## src/bus_hold_pkg.sv

```systemverilog
// Shared constants and state encoding for the local-bus hold and ready control
package bus_hold_pkg;

  // Bus controller states: idle, the four T-states, wait, granted, yielding
  typedef enum logic [2:0] {
    ST_IDLE  = 3'h0,
    ST_T1    = 3'h1,
    ST_T2    = 3'h2,
    ST_T3    = 3'h3,
    ST_TW    = 3'h4,
    ST_T4    = 3'h5,
    ST_HOLD  = 3'h6,
    ST_YIELD = 3'h7
  } bus_state_t;

  // Flip-flops on each pin input; a change counts when the last two agree
  localparam int unsigned PIN_SYNC_STAGES = 3;

  // Shortest bus cycle, T1 to T4 with no wait state, in clocks
  localparam int unsigned MIN_CYCLE_CLK = 4;

  // Worst hold latency behind an odd-to-odd DMA word transfer, no wait states
  localparam int unsigned DMA_ODD_WORD_LATENCY_CLK = 16;

  // Reset values: strobe pulled up inactive, flag pulled down, all floated
  localparam logic RD_N_RESET = 1'b1;
  localparam logic FLAG_RESET = 1'b0;
  localparam logic OE_RESET = 1'b0;
  localparam logic ACK_RESET = 1'b0;

endpackage

```

## src/bus_hold_ctl.sv

```systemverilog
// Local-bus ownership, read strobe, cycle status flag and ready control
//
// Overview of operation
// - A pending refresh wins over a hold request; hold wins over other cycles.
// - Hold waits for the running cycle to end, up to one bus cycle plus waits.
// - No grant while a locked sequence runs; refreshes may delay it further.
// - Read strobe asserts only after the muxed address/data bus has floated.
// - Read strobe floats, pulled inactive, while granted and during reset.
// - Cycle flag is high over T1 to T4 of DMA or refresh cycles only.
// - Cycle flag floats while granted and floats pulled low during reset.
// - Synchronous ready is sampled directly, with no synchroniser stage.
// - Asynchronous ready passes a synchroniser; the synchronous one does not.
// - Synchronous ready high means ready; low leaves asynchronous ready to decide.
// - On hold the current cycle ends, then acknowledge rises and outputs float.
// - Master drops its request to return the bus; acknowledge then drops.
// - Device drops acknowledge to reclaim the bus while the request stays high.
module bus_hold_ctl (
  input wire logic CLK_SYS_I,
  input wire logic RST_I,
  input wire logic HOLD_REQ_I,
  input wire logic SYNC_READY_IN_I,
  input wire logic ASYNC_READY_IN_I,
  input wire logic CYCLE_REQ_I,
  input wire logic CYCLE_READ_I,
  input wire logic CYCLE_DMA_I,
  input wire logic REFRESH_REQ_I,
  input wire logic LOCK_I,
  output logic BUS_GRANT_ACK_O,
  output logic BUS_OE_O,
  output logic MUXED_ADDR_DATA_BUS_OE_O,
  output logic READ_STROBE_N_O,
  output logic READ_STROBE_OE_O,
  output logic DMA_REFRESH_CYCLE_FLAG_O,
  output logic DMA_REFRESH_CYCLE_FLAG_OE_O,
  output logic CYCLE_START_O,
  output logic REFRESH_START_O,
  output logic CYCLE_DONE_O
);

  // Pin synchronisers for hold request and asynchronous ready
  logic [bus_hold_pkg::PIN_SYNC_STAGES-1:0] hold_sync_reg, hold_sync_next;
  logic [bus_hold_pkg::PIN_SYNC_STAGES-1:0] async_ready_in_sync_reg, async_ready_in_sync_next;
  logic hold_lvl_reg, hold_lvl_next;
  logic async_ready_in_lvl_reg, async_ready_in_lvl_next;

  // Controller state and cycle attributes
  bus_hold_pkg::bus_state_t st_reg, st_next;
  logic cyc_read_reg, cyc_read_next;
  logic cyc_flag_reg, cyc_flag_next;

  // Registered outputs
  logic ack_reg, ack_next;
  logic bus_oe_reg, bus_oe_next;
  logic ad_oe_reg, ad_oe_next;
  logic rd_n_reg, rd_n_next;
  logic rd_oe_reg, rd_oe_next;
  logic flag_reg, flag_next;
  logic flag_oe_reg, flag_oe_next;
  logic start_reg, start_next;
  logic ref_start_reg, ref_start_next;
  logic done_reg, done_next;

  // Combined ready seen in T3 and wait states
  logic ready;
  logic own_next;
  logic data_phase_next;

  // Shift both pins in; the level moves only when stages two and three agree
  always_comb begin
    hold_sync_next = {hold_sync_reg[1:0], HOLD_REQ_I};
    async_ready_in_sync_next = {async_ready_in_sync_reg[1:0], ASYNC_READY_IN_I};
    hold_lvl_next = hold_lvl_reg;
    async_ready_in_lvl_next = async_ready_in_lvl_reg;
    if (hold_sync_reg[1] == hold_sync_reg[2]) begin
      hold_lvl_next = hold_sync_reg[2];
    end
    if (async_ready_in_sync_reg[1] == async_ready_in_sync_reg[2]) begin
      async_ready_in_lvl_next = async_ready_in_sync_reg[2];
    end
  end

  // Synchroniser registers
  always_ff @(posedge CLK_SYS_I or posedge RST_I) begin
    if (RST_I) begin
      hold_sync_reg <= '0;
      async_ready_in_sync_reg <= '0;
      hold_lvl_reg <= 1'b0;
      async_ready_in_lvl_reg <= 1'b0;
    end else begin
      hold_sync_reg <= hold_sync_next;
      async_ready_in_sync_reg <= async_ready_in_sync_next;
      hold_lvl_reg <= hold_lvl_next;
      async_ready_in_lvl_reg <= async_ready_in_lvl_next;
    end
  end

  // Synchronous ready is already aligned to our clock, so it skips the chain
  assign ready = SYNC_READY_IN_I | async_ready_in_lvl_reg;

  // Next state, cycle attributes and output values
  always_comb begin
    st_next = st_reg;
    cyc_read_next = cyc_read_reg;
    cyc_flag_next = cyc_flag_reg;
    start_next = 1'b0;
    ref_start_next = 1'b0;
    done_next = 1'b0;
    unique case (st_reg)
      bus_hold_pkg::ST_IDLE: begin
        // Decisions are made only between cycles, so a running cycle always ends
        if (REFRESH_REQ_I) begin
          st_next = bus_hold_pkg::ST_T1;
          cyc_read_next = 1'b1;
          cyc_flag_next = 1'b1;
          ref_start_next = 1'b1;
        end else if (hold_lvl_reg && !LOCK_I) begin
          st_next = bus_hold_pkg::ST_HOLD;
        end else if (CYCLE_REQ_I) begin
          // Pending DMA cycles wait here while a refresh or an unlocked hold is pending
          st_next = bus_hold_pkg::ST_T1;
          cyc_read_next = CYCLE_READ_I;
          cyc_flag_next = CYCLE_DMA_I;
          start_next = 1'b1;
        end
      end
      bus_hold_pkg::ST_T1: begin
        st_next = bus_hold_pkg::ST_T2;
      end
      bus_hold_pkg::ST_T2: begin
        st_next = bus_hold_pkg::ST_T3;
      end
      bus_hold_pkg::ST_T3, bus_hold_pkg::ST_TW: begin
        if (ready) begin
          st_next = bus_hold_pkg::ST_T4;
          done_next = 1'b1;
        end else begin
          st_next = bus_hold_pkg::ST_TW;
        end
      end
      bus_hold_pkg::ST_T4: begin
        st_next = bus_hold_pkg::ST_IDLE;
      end
      bus_hold_pkg::ST_HOLD: begin
        if (!hold_lvl_reg) begin
          st_next = bus_hold_pkg::ST_IDLE;
        end else if (REFRESH_REQ_I) begin
          st_next = bus_hold_pkg::ST_YIELD;
        end
      end
      bus_hold_pkg::ST_YIELD: begin
        // Outputs stay floated until the master has really let go
        if (!hold_lvl_reg) begin
          st_next = bus_hold_pkg::ST_IDLE;
        end
      end
    endcase

    own_next = (st_next != bus_hold_pkg::ST_HOLD) && (st_next != bus_hold_pkg::ST_YIELD);
    data_phase_next = (st_next == bus_hold_pkg::ST_T2) || (st_next == bus_hold_pkg::ST_T3) ||
                      (st_next == bus_hold_pkg::ST_TW) || (st_next == bus_hold_pkg::ST_T4);
    ack_next = (st_next == bus_hold_pkg::ST_HOLD);
    bus_oe_next = own_next;
    ad_oe_next = own_next && !(cyc_read_next && data_phase_next);
    // Strobe waits one clock after the float, trading a little timing for safety
    rd_n_next = !(cyc_read_next && !ad_oe_reg &&
                  ((st_next == bus_hold_pkg::ST_T3) || (st_next == bus_hold_pkg::ST_TW)));
    rd_oe_next = own_next;
    flag_next = own_next && cyc_flag_next &&
                ((st_next == bus_hold_pkg::ST_T1) || data_phase_next);
    flag_oe_next = own_next;
  end

  // State and output registers; reset floats everything with inactive levels
  always_ff @(posedge CLK_SYS_I or posedge RST_I) begin
    if (RST_I) begin
      st_reg <= bus_hold_pkg::ST_IDLE;
      cyc_read_reg <= 1'b0;
      cyc_flag_reg <= 1'b0;
      ack_reg <= bus_hold_pkg::ACK_RESET;
      bus_oe_reg <= bus_hold_pkg::OE_RESET;
      ad_oe_reg <= bus_hold_pkg::OE_RESET;
      rd_n_reg <= bus_hold_pkg::RD_N_RESET;
      rd_oe_reg <= bus_hold_pkg::OE_RESET;
      flag_reg <= bus_hold_pkg::FLAG_RESET;
      flag_oe_reg <= bus_hold_pkg::OE_RESET;
      start_reg <= 1'b0;
      ref_start_reg <= 1'b0;
      done_reg <= 1'b0;
    end else begin
      st_reg <= st_next;
      cyc_read_reg <= cyc_read_next;
      cyc_flag_reg <= cyc_flag_next;
      ack_reg <= ack_next;
      bus_oe_reg <= bus_oe_next;
      ad_oe_reg <= ad_oe_next;
      rd_n_reg <= rd_n_next;
      rd_oe_reg <= rd_oe_next;
      flag_reg <= flag_next;
      flag_oe_reg <= flag_oe_next;
      start_reg <= start_next;
      ref_start_reg <= ref_start_next;
      done_reg <= done_next;
    end
  end

  // Output ports straight from the registers
  assign BUS_GRANT_ACK_O = ack_reg;
  assign BUS_OE_O = bus_oe_reg;
  assign MUXED_ADDR_DATA_BUS_OE_O = ad_oe_reg;
  assign READ_STROBE_N_O = rd_n_reg;
  assign READ_STROBE_OE_O = rd_oe_reg;
  assign DMA_REFRESH_CYCLE_FLAG_O = flag_reg;
  assign DMA_REFRESH_CYCLE_FLAG_OE_O = flag_oe_reg;
  assign CYCLE_START_O = start_reg;
  assign REFRESH_START_O = ref_start_reg;
  assign CYCLE_DONE_O = done_reg;

  // Helper for the latency check: clocks a seen hold has waited, leaving out
  // wait states, locked spans, yielding and the restart that a refresh forces
  localparam logic [4:0] HOLD_WAIT_MAX = 5'(bus_hold_pkg::MIN_CYCLE_CLK + 1);
  logic [4:0] hold_wait_reg, hold_wait_next;
  always_comb begin
    hold_wait_next = hold_wait_reg;
    if (!hold_lvl_reg || ack_reg || LOCK_I || ref_start_reg ||
        (st_reg == bus_hold_pkg::ST_YIELD)) begin
      hold_wait_next = 5'h00;
    end else if ((st_reg != bus_hold_pkg::ST_TW) && (hold_wait_reg != 5'h1f)) begin
      hold_wait_next = hold_wait_reg + 5'h01; // Saturates so it never wraps
    end
  end

  // Latency helper register
  always_ff @(posedge CLK_SYS_I or posedge RST_I) begin
    if (RST_I) begin
      hold_wait_reg <= 5'h00;
    end else begin
      hold_wait_reg <= hold_wait_next;
    end
  end
endmodule

```

## config.mk

```make
export PLATFORM = sky130hd
export DESIGN_NAME = bus_hold_ctl
export DESIGN_NICKNAME = d
export VERILOG_FILES = /design/src/bus_hold_pkg.sv /design/src/bus_hold_ctl.sv
export SDC_FILE = /design/constraint.sdc
export NUM_CORES = 1
export LEC_CHECK = 0
export BUFFER_PORTS_ARGS = -buffer_cell sky130_fd_sc_hd__buf_2
export CELL_PAD_IN_SITES_DETAIL_PLACEMENT = 0
export CELL_PAD_IN_SITES_GLOBAL_PLACEMENT = 1
export CORE_MARGIN = 1.5
export CORE_UTILIZATION = 38
export CTS_BUF_LIST = sky130_fd_sc_hd__clkbuf_8
export CTS_CLUSTER_SIZE = 28
export DETAILED_ROUTE_END_ITERATION = 8
export PLACE_DENSITY_LB_ADDON = 0.1
export SYNTH_ARGS = -nofsm -noshare
export SYNTH_HDL_FRONTEND = slang
export SYNTH_SLANG_ARGS = --single-unit
export TNS_END_PERCENT = 20
```

## constraint.sdc

```tcl
create_clock -name CLK_SYS_I -period 6.21 [get_ports CLK_SYS_I]
set_clock_uncertainty 0.2 [all_clocks]
set_input_delay 0.621 -clock CLK_SYS_I [delete_from_list [all_inputs] [get_ports CLK_SYS_I]]
set_output_delay 0.621 -clock CLK_SYS_I [all_outputs]
set_load 0.01 [all_outputs]
```

### Word-level counts from Yosys, hierarchy flattened

Cells that the tools add are included.

| operators by class | value |
|---|---|
| shift operators | 0 |
| div/mod/pow operators | 0 |
| bitwise operators | 1 |
| multiplexer cells | 24 |
| multipliers | 0 |
| magnitude comparators | 0 |
| add/sub/neg operators | 0 |
| reductions and logical operators | 19 |
| equal/unequal tests | 17 |

Operators with widths:

| kind | count |
|---|---|
| equality test 3 bit (second input constant) | 7 |
| one-hot mux 3 bit (7 select lines) | 1 |
| 2-to-1 mux 3 bit | 6 |
| 2-to-1 mux 1 bit | 17 |
| equality test 3 x 2 -> 1 bit (second input constant) | 4 |
| logical AND 1 bit | 8 |
| equality test 3 x 1 -> 1 bit (second input constant) | 2 |
| inequality test 3 bit (second input constant) | 2 |
| logical OR 1 bit | 5 |
| zero test 1 bit | 4 |
| zero test 3 bit | 1 |
| equality test 1 bit | 2 |
| OR reduction 2 bit | 1 |
| bitwise OR 1 bit | 1 |

| storage, ports and cells | value |
|---|---|
| output and inout bits | 10 |
| bits in registers | 21 |
| ROM bits | 0 |
| memories | 0 |
| input port bits | 10 |
| memory bits (writable) | 0 |
| word-level logic and storage cells | 76 |
| bits in latches | 0 |

### Longest topological paths before layout

Gate-level depths: netlist of run 1.

| depth | value |
|---|---|
| word-level depth | 12 |
| mapped depth | 8 |
| mapped depth without buffers | 7 |

### Least setup slack after synthesis of run 1

OpenSTA, ideal clock, no wires.

| path | value |
|---|---|
| kind | input port to flip-flop |
| start | input LOCK_I |
| end | register flag_reg, in the netlist DMA_REFRESH_CYCLE_FLAG_O |
| stages on the path | 7 |
| slack | 4048 ps |
| arrival time | 1840 ps |
| path buffers | 0 |
| setup time | 122 ps |
| required time | 5888 ps |
| cell sequence | nand2b_1 -> or4_1 -> and3_4 -> inv_1 -> ha_1 -> a31oi_1 -> nor3b_1 |

| on the way | value |
|---|---|
| longest elaborated chain between the ends | 11 |
| elaborated cells between the ends (all ways) | 22 |
| classes of those cells | 7 x eq/ne; 6 x mux; 9 x reduce/logical |

Ends and longest elaborated chain:

| element | line | RTL |
|---|---|---|
| start: declaration | bus_hold_ctl.sv:27 | `input wire logic LOCK_I,` |
| zero test 1 bit * | bus_hold_ctl.sv:116 | `end else if (hold_lvl_reg && !LOCK_I) begin` |
| logical AND 1 bit * | bus_hold_ctl.sv:116 |  |
| 2-to-1 mux 3 bit * | bus_hold_ctl.sv:116 |  |
| 2-to-1 mux 3 bit * | bus_hold_ctl.sv:111 | `if (REFRESH_REQ_I) begin` |
| one-hot mux 3 bit (7 select lines) * | bus_hold_ctl.sv:108 | `unique case (st_reg)` |
| named net st_next[2] | bus_hold_ctl.sv:47 | `bus_hold_pkg::bus_state_t st_reg, st_next;` |
| equality test 3 x 2 -> 1 bit | bus_hold_ctl.sv:159 | `data_phase_next = (st_next == bus_hold_pkg::ST_T2) \|\| (st_next == bus_hold_pkg::ST_T3) \|\|` |
| logical OR 1 bit (2 in series) | bus_hold_ctl.sv:159 |  |
| logical OR 1 bit | bus_hold_ctl.sv:160 | `(st_next == bus_hold_pkg::ST_TW) \|\| (st_next == bus_hold_pkg::ST_T4);` |
| logical OR 1 bit | bus_hold_ctl.sv:169 | `((st_next == bus_hold_pkg::ST_T1) \|\| data_phase_next);` |
| logical AND 1 bit * | bus_hold_ctl.sv:168 | `flag_next = own_next && cyc_flag_next &&` |
| named net flag_next | bus_hold_ctl.sv:57 | `logic flag_reg, flag_next;` |
| end signal: assignment | bus_hold_ctl.sv:184 | `flag_reg <= bus_hold_pkg::FLAG_RESET;` |
| end signal: assignment | bus_hold_ctl.sv:198 | `flag_reg <= flag_next;` |
| end: declaration | bus_hold_ctl.sv:57 |  |

Mark *: on every way through the listed nets, which the timed path passes. The rest lies on a longest branch.
A chain may end at the register's enable or synchronous reset.

### Worst setup path after layout of run 1

Ends and elaborated chain as after synthesis.

==> results.txt, run 1 <==
Average detailed-routed wire length per instance: 12.2 um. In this run the worst setup path begins at LOCK_I. The largest total area in the synthesized netlist belongs to sky130_fd_sc_hd__dfrtp_1. The met3 wire length is 68 um. Averaged over all synthesized cells, the footprint is 11.9 um^2.

After layout, the minimum clock period comes to 2110 ps. The root buffer cell chosen for the clock tree is sky130_fd_sc_hd__clkbuf_8. Entering global routing, the biggest net connects 22 pins. The worst setup path is launched from an input pin. The run finished with clean final reports.

The number of warning messages in the yosys log was 0; the quantity of gates resized following cts was 0. The class of the tightest hold or removal check was reg2reg. The detailed router put a total of 704 um of wire on met1. The share of the cycle needed by the critical path after routing was 33.9%; the total number of placement rows was 17. Of all flip-flops after synthesis, the portion carrying an async set or reset was 100%. For this run, design rule violations remaining after detail routing come to 0. In this run the power spent charging and discharging nets is 164 uW. The run gives 3820 ps as the post-place setup slack.

The floorplan step defined a core boundary enclosing 2190 um^2. The logs give 0 for the number of endpoints failing setup at the final stage and 0.700 for the global placer's final weighted congestion. The global router's overall resource usage was 14.2%; the post-CTS repair timing setup buffer count was 0. The power share of the combinational group is 35.8%. The die covers 2590 um^2. The area growth from synthesis to layout was 14.9%; the number of top-level pins was 20.

The proportion of layout cells with a drive suffix above 1 is 28.6%. The clock network is responsible for 18.1% of the overall power. The tools report the required time reported for the critical path endpoint as 6150 ps.

The HPWL after detailed placement was 1.05 mm. The final route contains 585 vias. Port buffering added 19 buffers.

The timing-limited maximum frequency is 0.474 GHz. The via count of the first global-routing pass was 598; the number of nets still failing antenna checks after routing was 0. For the maximum level of the CTS H-tree, the log shows 1. The tools report the endpoint kind of the worst setup timing path as a register. The tools report the initial cell density of the core as 39.8%. The tools report the count of pins over their slew limit as 0. The number of hold buffers added after CTS is 0, and the internal power consumption is 298 uW.

The data arrival at the endpoint of the critical path is 2050 ps, and the headroom to the max-slew limit is 48.8%. Setup slack of the most critical reg-to-reg path: 4120 ps. Synthesis inferred 21 register bits.

The largest individual stage delay along the critical path comes from the cell sky130_fd_sc_hd__or4_1. For this run, the register share of the synthesized area comes to 60.4%. The run gives 0.000190 V as the worst vdd rail ir drop. The maximum fanout along the worst path came out at 5. Sequential cells account for 46.2% of the total power.

Net switching is 35.4% of the power. The signal on the critical path passes through buf_2, nand2b_1, or4_1, and3_4, inv_1, ha_1, a31oi_1, nor3b_1. The count of antenna diodes in the layout is 0, and the number of enable-type register cells in the synthesized netlist is 0. Setup total negative slack on the finished layout was measured at 0 ps. The worst register-to-register path begins at st_reg[0]. Leaving out fill and tap cells, the most frequent cells in the layout are sky130_fd_sc_hd__dfrtp_1, sky130_fd_sc_hd__buf_2, sky130_fd_sc_hd__nor2_1, sky130_fd_sc_hd__a21oi_1, sky130_fd_sc_hd__inv_1.

Setup repair after global routing left no endpoint under its margin. The critical path is of the in2reg type. The run gives 0 as the number of hold violations in the final report. The CTS sink count is 21, and the count of routing violations after the opening detailed-route iteration is 8. The most common library cell in the layout ignoring fill and taps is sky130_fd_sc_hd__dfrtp_1. After detailed routing, the met2 layer carries 670 um of wire. The transition time at the pin with the least slew margin works out to 768 ps.

In the synthesized netlist the dominant register cell turns out to be sky130_fd_sc_hd__dfrtp_1. By area the synthesized netlist is led by sky130_fd_sc_hd__dfrtp_1, sky130_fd_sc_hd__o22a_1, sky130_fd_sc_hd__dfstp_2. For the clock latency of the later-clocked register in the worst-skew pair, the log shows 250 ps.

Once routing completed, OpenROAD measured the worst setup slack at 4100 ps. The synthesized area was 872 um^2; the power density over the cells was 461 nW/um^2. At the end of the flow, the number of nets in the layout was 103. The end-of-flow core utilization came out at 45.7%. For this run, the slowest stage of the critical path takes 420 ps.

The area share of the largest cell type after synthesis works out to 57.4%. The most critical setup path has its endpoint at DMA_REFRESH_CYCLE_FLAG_O. Summed over all cells, the static leakage comes to 0.462 nW. TritonCTS built the clock tree. For this run the aggregate overflow at the end of global routing stands at 0. Max-cap violations in this run came to 0. The per-cell via count in the routed design came out at 4.92.

The first TritonRoute pass finished after 4 iterations. The worst reg2reg path depth was 6; the maximum count of clock buffers along a single path was 2. Clock-pin slew was measured on the worst setup and hold paths at 70 ps.

The tools report the net count after synthesis as 84. In this run the top signal layer used is met4. The worst register-to-register path ends at DMA_REFRESH_CYCLE_FLAG_O. The first-pass GRT wire length was 2.68 mm; the total detailed-routing wirelength was 1.46 mm. The tools report the number of antenna violations at the first check in global routing as 0. The number of distinct library cells after synthesis was 28; the die height was 50.9 um. The logs give 73 for the post-synthesis cell count and 3 for the TritonCTS buffer count. The die width works out to 50.9 um.
critical path: cells and delay by family:
kind	cells	cell delay, ps
AOI/OAI and AO/OA	1	150
buffers and inverters	2	160
adders and majority gates	1	240
and+or+nand+nor	4	870
power by group through the flow:
stage | logic (mW) | clock network (mW) | registers [mW]
floorplan | 0.154 | 0 | 0.199
global placement | 0.166 | 0 | 0.215
detailed placement | 0.168 | 0 | 0.215
CTS | 0.169 | 0.0875 | 0.213
global route | 0.191 | 0.0933 | 0.221
finish | 0.165 | 0.0836 | 0.213
through the flow:
stage                     power, mW  cells  hold slack [ps]  area [um^2]
after floorplan               0.353     73              131          872
after global placement        0.381    115              134          957
after detailed placement      0.383    115              139          957
after CTS                     0.469    119              155         1000
after global routing          0.505    119              158         1000
final                         0.462    119              151         1000
cell type report:
cell class | instances | area, um^2
Tap cell | 28 | 35.0
Multi-Input combinational cell | 43 | 285
Clock buffer | 3 | 41.3
Fill cell | 214 | 1190
Timing Repair Buffer | 19 | 95.1
Clock inverter | 1 | 3.75
Sequential cell | 21 | 527
Inverter | 4 | 15.0
kinds of logic (layout without fill, tap and decap cells):
family / after synthesis / count (layout) / share of synthesized area [%]
adders and majority gates: 3 / 3 / 3.73
AOI/OAI and AO/OA: 16 / 16 / 12.2
and+or+nand+nor: 24 / 24 / 16.8
buffers and inverters: 9 / 27 / 6.89
DFF: 21 / 21 / 60.4
Yosys cell counts (2+ instances only):
cell,count
sky130_fd_sc_hd__dfrtp_1,20
sky130_fd_sc_hd__a21oi_1,5
sky130_fd_sc_hd__nor2_1,5
sky130_fd_sc_hd__inv_1,4
sky130_fd_sc_hd__nand2_1,4
sky130_fd_sc_hd__o22a_1,4
sky130_fd_sc_hd__buf_4,3
sky130_fd_sc_hd__o21ai_0,3
sky130_fd_sc_hd__and2_1,2
sky130_fd_sc_hd__buf_6,2
sky130_fd_sc_hd__maj3_1,2
sky130_fd_sc_hd__nand3b_1,2
sky130_fd_sc_hd__nor3b_1,2
worst min path at each step:
| stage | from | end | cells past startpoint |
|---|---|---|---|
| 2_1_floorplan | async_ready_in_sync_reg[0] | async_ready_in_sync_reg[1] | 0 |
| 3_3_place_gp | async_ready_in_sync_reg[0] | async_ready_in_sync_reg[1] | 0 |
| 3_5_place_dp | hold_sync_reg[0] | hold_sync_reg[1] | 0 |
| 4_1_cts | hold_sync_reg[0] | hold_sync_reg[1] | 0 |
| 5_1_grt | hold_sync_reg[0] | hold_sync_reg[1] | 0 |
| 6_report | hold_sync_reg[0] | hold_sync_reg[1] | 0 |
layer usage:
metal | global-route usage (%) | vias to the layer above
met5 | 0 | -
met2 | 20.8 | 18
met3 | 2.63 | 2
met1 | 19.8 | 277
li1 | - | 288
met4 | 8.11 | 0
Note: power is estimated with default switching activity, not from simulation.
==> run 2, diff against run 1 <==
- clock period: 6.21 -> 1.9 ns (I/O delays scaled with it)
==> run 2 against run 1 <==
Net effect:
- final area is 17% higher
- routed wire length is 14% higher
- first-iteration DRC count is 38% lower
- register-to-register slack worse by 4100 ps
- die area stayed put
- sequential share of layout area is 7.5 points lower
- clock-buffer cell count stayed put
- total power grew to 3.8 times the previous value
- largest cell class unchanged
==> results.txt, run 2 (same netlist as run 1, synthesis figures left out) <==
The area occupied by registers is 527 um^2 (unchanged). The data arrival at the endpoint of the critical path was 1820 ps (-230 ps); the maximum level of the CTS H-tree was 1 (unchanged). The critical path in this run is classified as reg2reg.

The logs give 0 (unchanged) for the number of nets still failing antenna checks after routing and 5 (-3) for the count of routing violations after the opening detailed-route iteration. The total number of placement rows was 17 (unchanged); the maximum fanout along the worst path was 3 (-2). Length of the first detailed-routing pass in iterations: 2 (-2). The power density over the cells came out at 1500 nW/um^2 (+230%).

The tools report the count of pins over their slew limit as 0 (unchanged). TritonCTS built the clock tree. The logs give 123 (+7.0%) for the cell total after placement and 1.76 mW (+280%) for the total power.

For the leakage component of the power, the log shows 0.540 nW (+17%). The global router's overall resource usage came out at 14.5% (+0.30 points). The run gives 0 (unchanged) as the number of endpoints failing setup at the final stage. The CTS clock-pin slew for the worst setup and hold paths is 70 ps (about the same), and the total detailed-routing wirelength is 1.66 mm (+14%). For the HPWL after detailed placement, the log shows 1.13 mm (+7.3%). The die height is 50.9 um (unchanged). The logs give 15.8% (-2.3 points) for the part of the total power dissipated in the clock network and 0 (unchanged) for the detailed-route DRC error count.

The tools report the TritonCTS buffer count as 3 (unchanged). The per-cell via count in the routed design is 4.70 (-4.3%). For the final-layout worst hold slack, the log shows 4.69 ps (-146 ps). The tools report the endpoint kind of the worst setup timing path as a register. Setup repair after global routing could not meet its margin everywhere. The run gives 0 (unchanged) as the total global routing overflow. The maximum number of pins on one net before global-route repair is 22 (unchanged). The maximum count of clock buffers along a single path was 2 (unchanged); the area taken by multi-input logic gates was 315 um^2 (+11%). The routed design could run at a clock period as short as 1870 ps. The fraction of power spent switching nets works out to 35.2% (-0.27 points). Leaving out fill and tap cells, the most frequent cell in the layout is sky130_fd_sc_hd__dfrtp_1. The run gives 20 (unchanged) as the number of top-level pins.

The tools report the first-pass GRT wire length as 2.70 mm (+0.75%). STA classifies the critical path startpoint as a register. The min-delay analysis places its worst path in the category in2reg.

The tools report the end-of-flow core utilization as 53.4% (+7.7 points). The count of antenna diodes in the layout came out at 0 (unchanged). Leaving out fill and tap cells, the most frequent cells in the layout are sky130_fd_sc_hd__dfrtp_1, sky130_fd_sc_hd__buf_2, sky130_fd_sc_hd__buf_4, sky130_fd_sc_hd__a21oi_1. Relative to the synthesized area, the layout overhead comes to 34.1%. Derived from the worst setup path, the maximum achievable clock frequency is 0.534 GHz.

For the clock latency of the later-clocked register in the worst-skew pair, the log shows 250 ps (about the same). The power share of the combinational group was 46.8% (+11 points); the sequential cell fraction of total power was 37.5% (-8.7 points). The die width works out to 50.9 um (unchanged). The run gives 597 (-0.17%) as the via count of the first global-routing pass. The net total in the final layout came out at 119 (+16%). The switching power summed over all nets was 618 uW (+280%); the internal power consumption was 1.14 mW (+280%). The tools report the number of filler cells placed in the layout as 191 (-11%). The aggregate negative setup slack was 0 ps (unchanged); the area of the die was 2590 um^2 (unchanged). Transition time at the pin with the least slew margin: 310 ps (-458 ps). The proportion of layout cells with a drive suffix above 1 came out at 41.1% (+13 points).

The run gives 0.000936 V (+390%) as the worst vdd rail ir drop. For the number of hold violations in the final report, the log shows 0 (unchanged). The root buffer selected by CTS is sky130_fd_sc_hd__clkbuf_8. The share of the cycle needed by the critical path after routing was 98.6%; the count of vias placed by the detailed router was 635 (+8.5%).

The count of buffers inserted at the top-level ports was 19 (unchanged). For the number of antenna violations at the first check in global routing, the log shows 0 (unchanged). The average detailed-routed wire length per instance is 12.3 um (+0.67%), and the headroom to the max-slew limit is 79.3% (+31 points). The run gives 21 (unchanged) as the CTS sink count.

The global placer's final weighted congestion was 0.748 (+6.9%). The required time reported for the critical path endpoint was 1850 ps (-4300 ps). Final standard cell count with taps included and fillers excluded: 135 (+13%). For the max-capacitance violation count, the log shows 0 (unchanged).

The run finished with clean final reports. The logs give 39.8% (unchanged) for the initial cell density of the core and 2190 um^2 (unchanged) for the area of the placeable core.
## run 2: cell types whose count changed in the layout (fill, tap and decap cells not counted), sizes merged
| cell | before | now |
|---|---|---|
| buf | 19 | 32 |
| dlygate4sd3 | 0 | 3 |
## run 2: per-stage QoR
step	area [um^2]	worst slack [ps]
2_1_floorplan	872	9.70
4_1_cts	1090	13.4
3_5_place_dp	1020	-28.5
3_3_place_gp	1020	48.7
6_report	1170	27.3
5_1_grt	1170	-40.5
## run 2: layout make-up
type / count / share of cell area, %
clock buffer: 3 / 3.53
tap: 28 / 2.99
timing repair buffer: 35 / 19.7
multi-input combinational: 43 / 27.0
sequential: 21 / 45.0
inverter: 4 / 1.50
clock inverter: 1 / 0.321
## run 2: power groups by stage
stage | clock (mW) | sequential (mW) | combinational, mW
2_1_floorplan | 0 | 0.651 | 0.508
3_3_place_gp | 0 | 0.654 | 0.692
3_5_place_dp | 0 | 0.653 | 0.695
4_1_cts | 0.289 | 0.650 | 0.706
5_1_grt | 0.307 | 0.670 | 0.907
6_report | 0.277 | 0.659 | 0.823
## run 2: critical path, stage by stage (launching register included)
cell and delay, ps:
sky130_fd_sc_hd__dfrtp_1 410, sky130_fd_sc_hd__or4_1 510, sky130_fd_sc_hd__and3_4 190, sky130_fd_sc_hd__inv_4 60
sky130_fd_sc_hd__ha_4 200, sky130_fd_sc_hd__a31oi_1 130, sky130_fd_sc_hd__nor3b_1 60
## run 2: repair_timing
| item | in CTS | in global routing |
|---|---|---|
| endpoints found under the hold margin | 22 | 0 |
| gates resized for setup | 1 | 9 |
| pin swaps | 0 | 4 |
| hold buffers | 3 | 0 |
| endpoints found under the setup margin | 1 | 3 |
| setup buffers | 0 | 5 |
## run 2: per-layer routing
layer | wire length (um) | part of all wire, % | global-route usage [%] | up-vias
li1 | - | - | - | 318
met1 | 775 | 47 | 19.0 | 298
met2 | 780 | 47 | 20.3 | 15
met3 | 71 | 4.3 | 4.09 | 4
met4 | 37 | 2.2 | 10.8 | 0
met5 | 0 | 0 | 0 | -
## run 2: final timing paths
kind | endpoint | startpoint | slack, ps | cells after the start
min in group asynchronous | hold_sync_reg[0] | RST_I | 300 | 4
max reg2reg | DMA_REFRESH_CYCLE_FLAG_O | st_reg[1] | 30 | 6
min reg2reg | hold_sync_reg[1] | hold_sync_reg[0] | 150 | 0
max | DMA_REFRESH_CYCLE_FLAG_O | st_reg[1] | 30 | 6
max in group asynchronous | READ_STROBE_N_O | RST_I | 930 | 4
min | CYCLE_START_O | CYCLE_REQ_I | 5 | 3
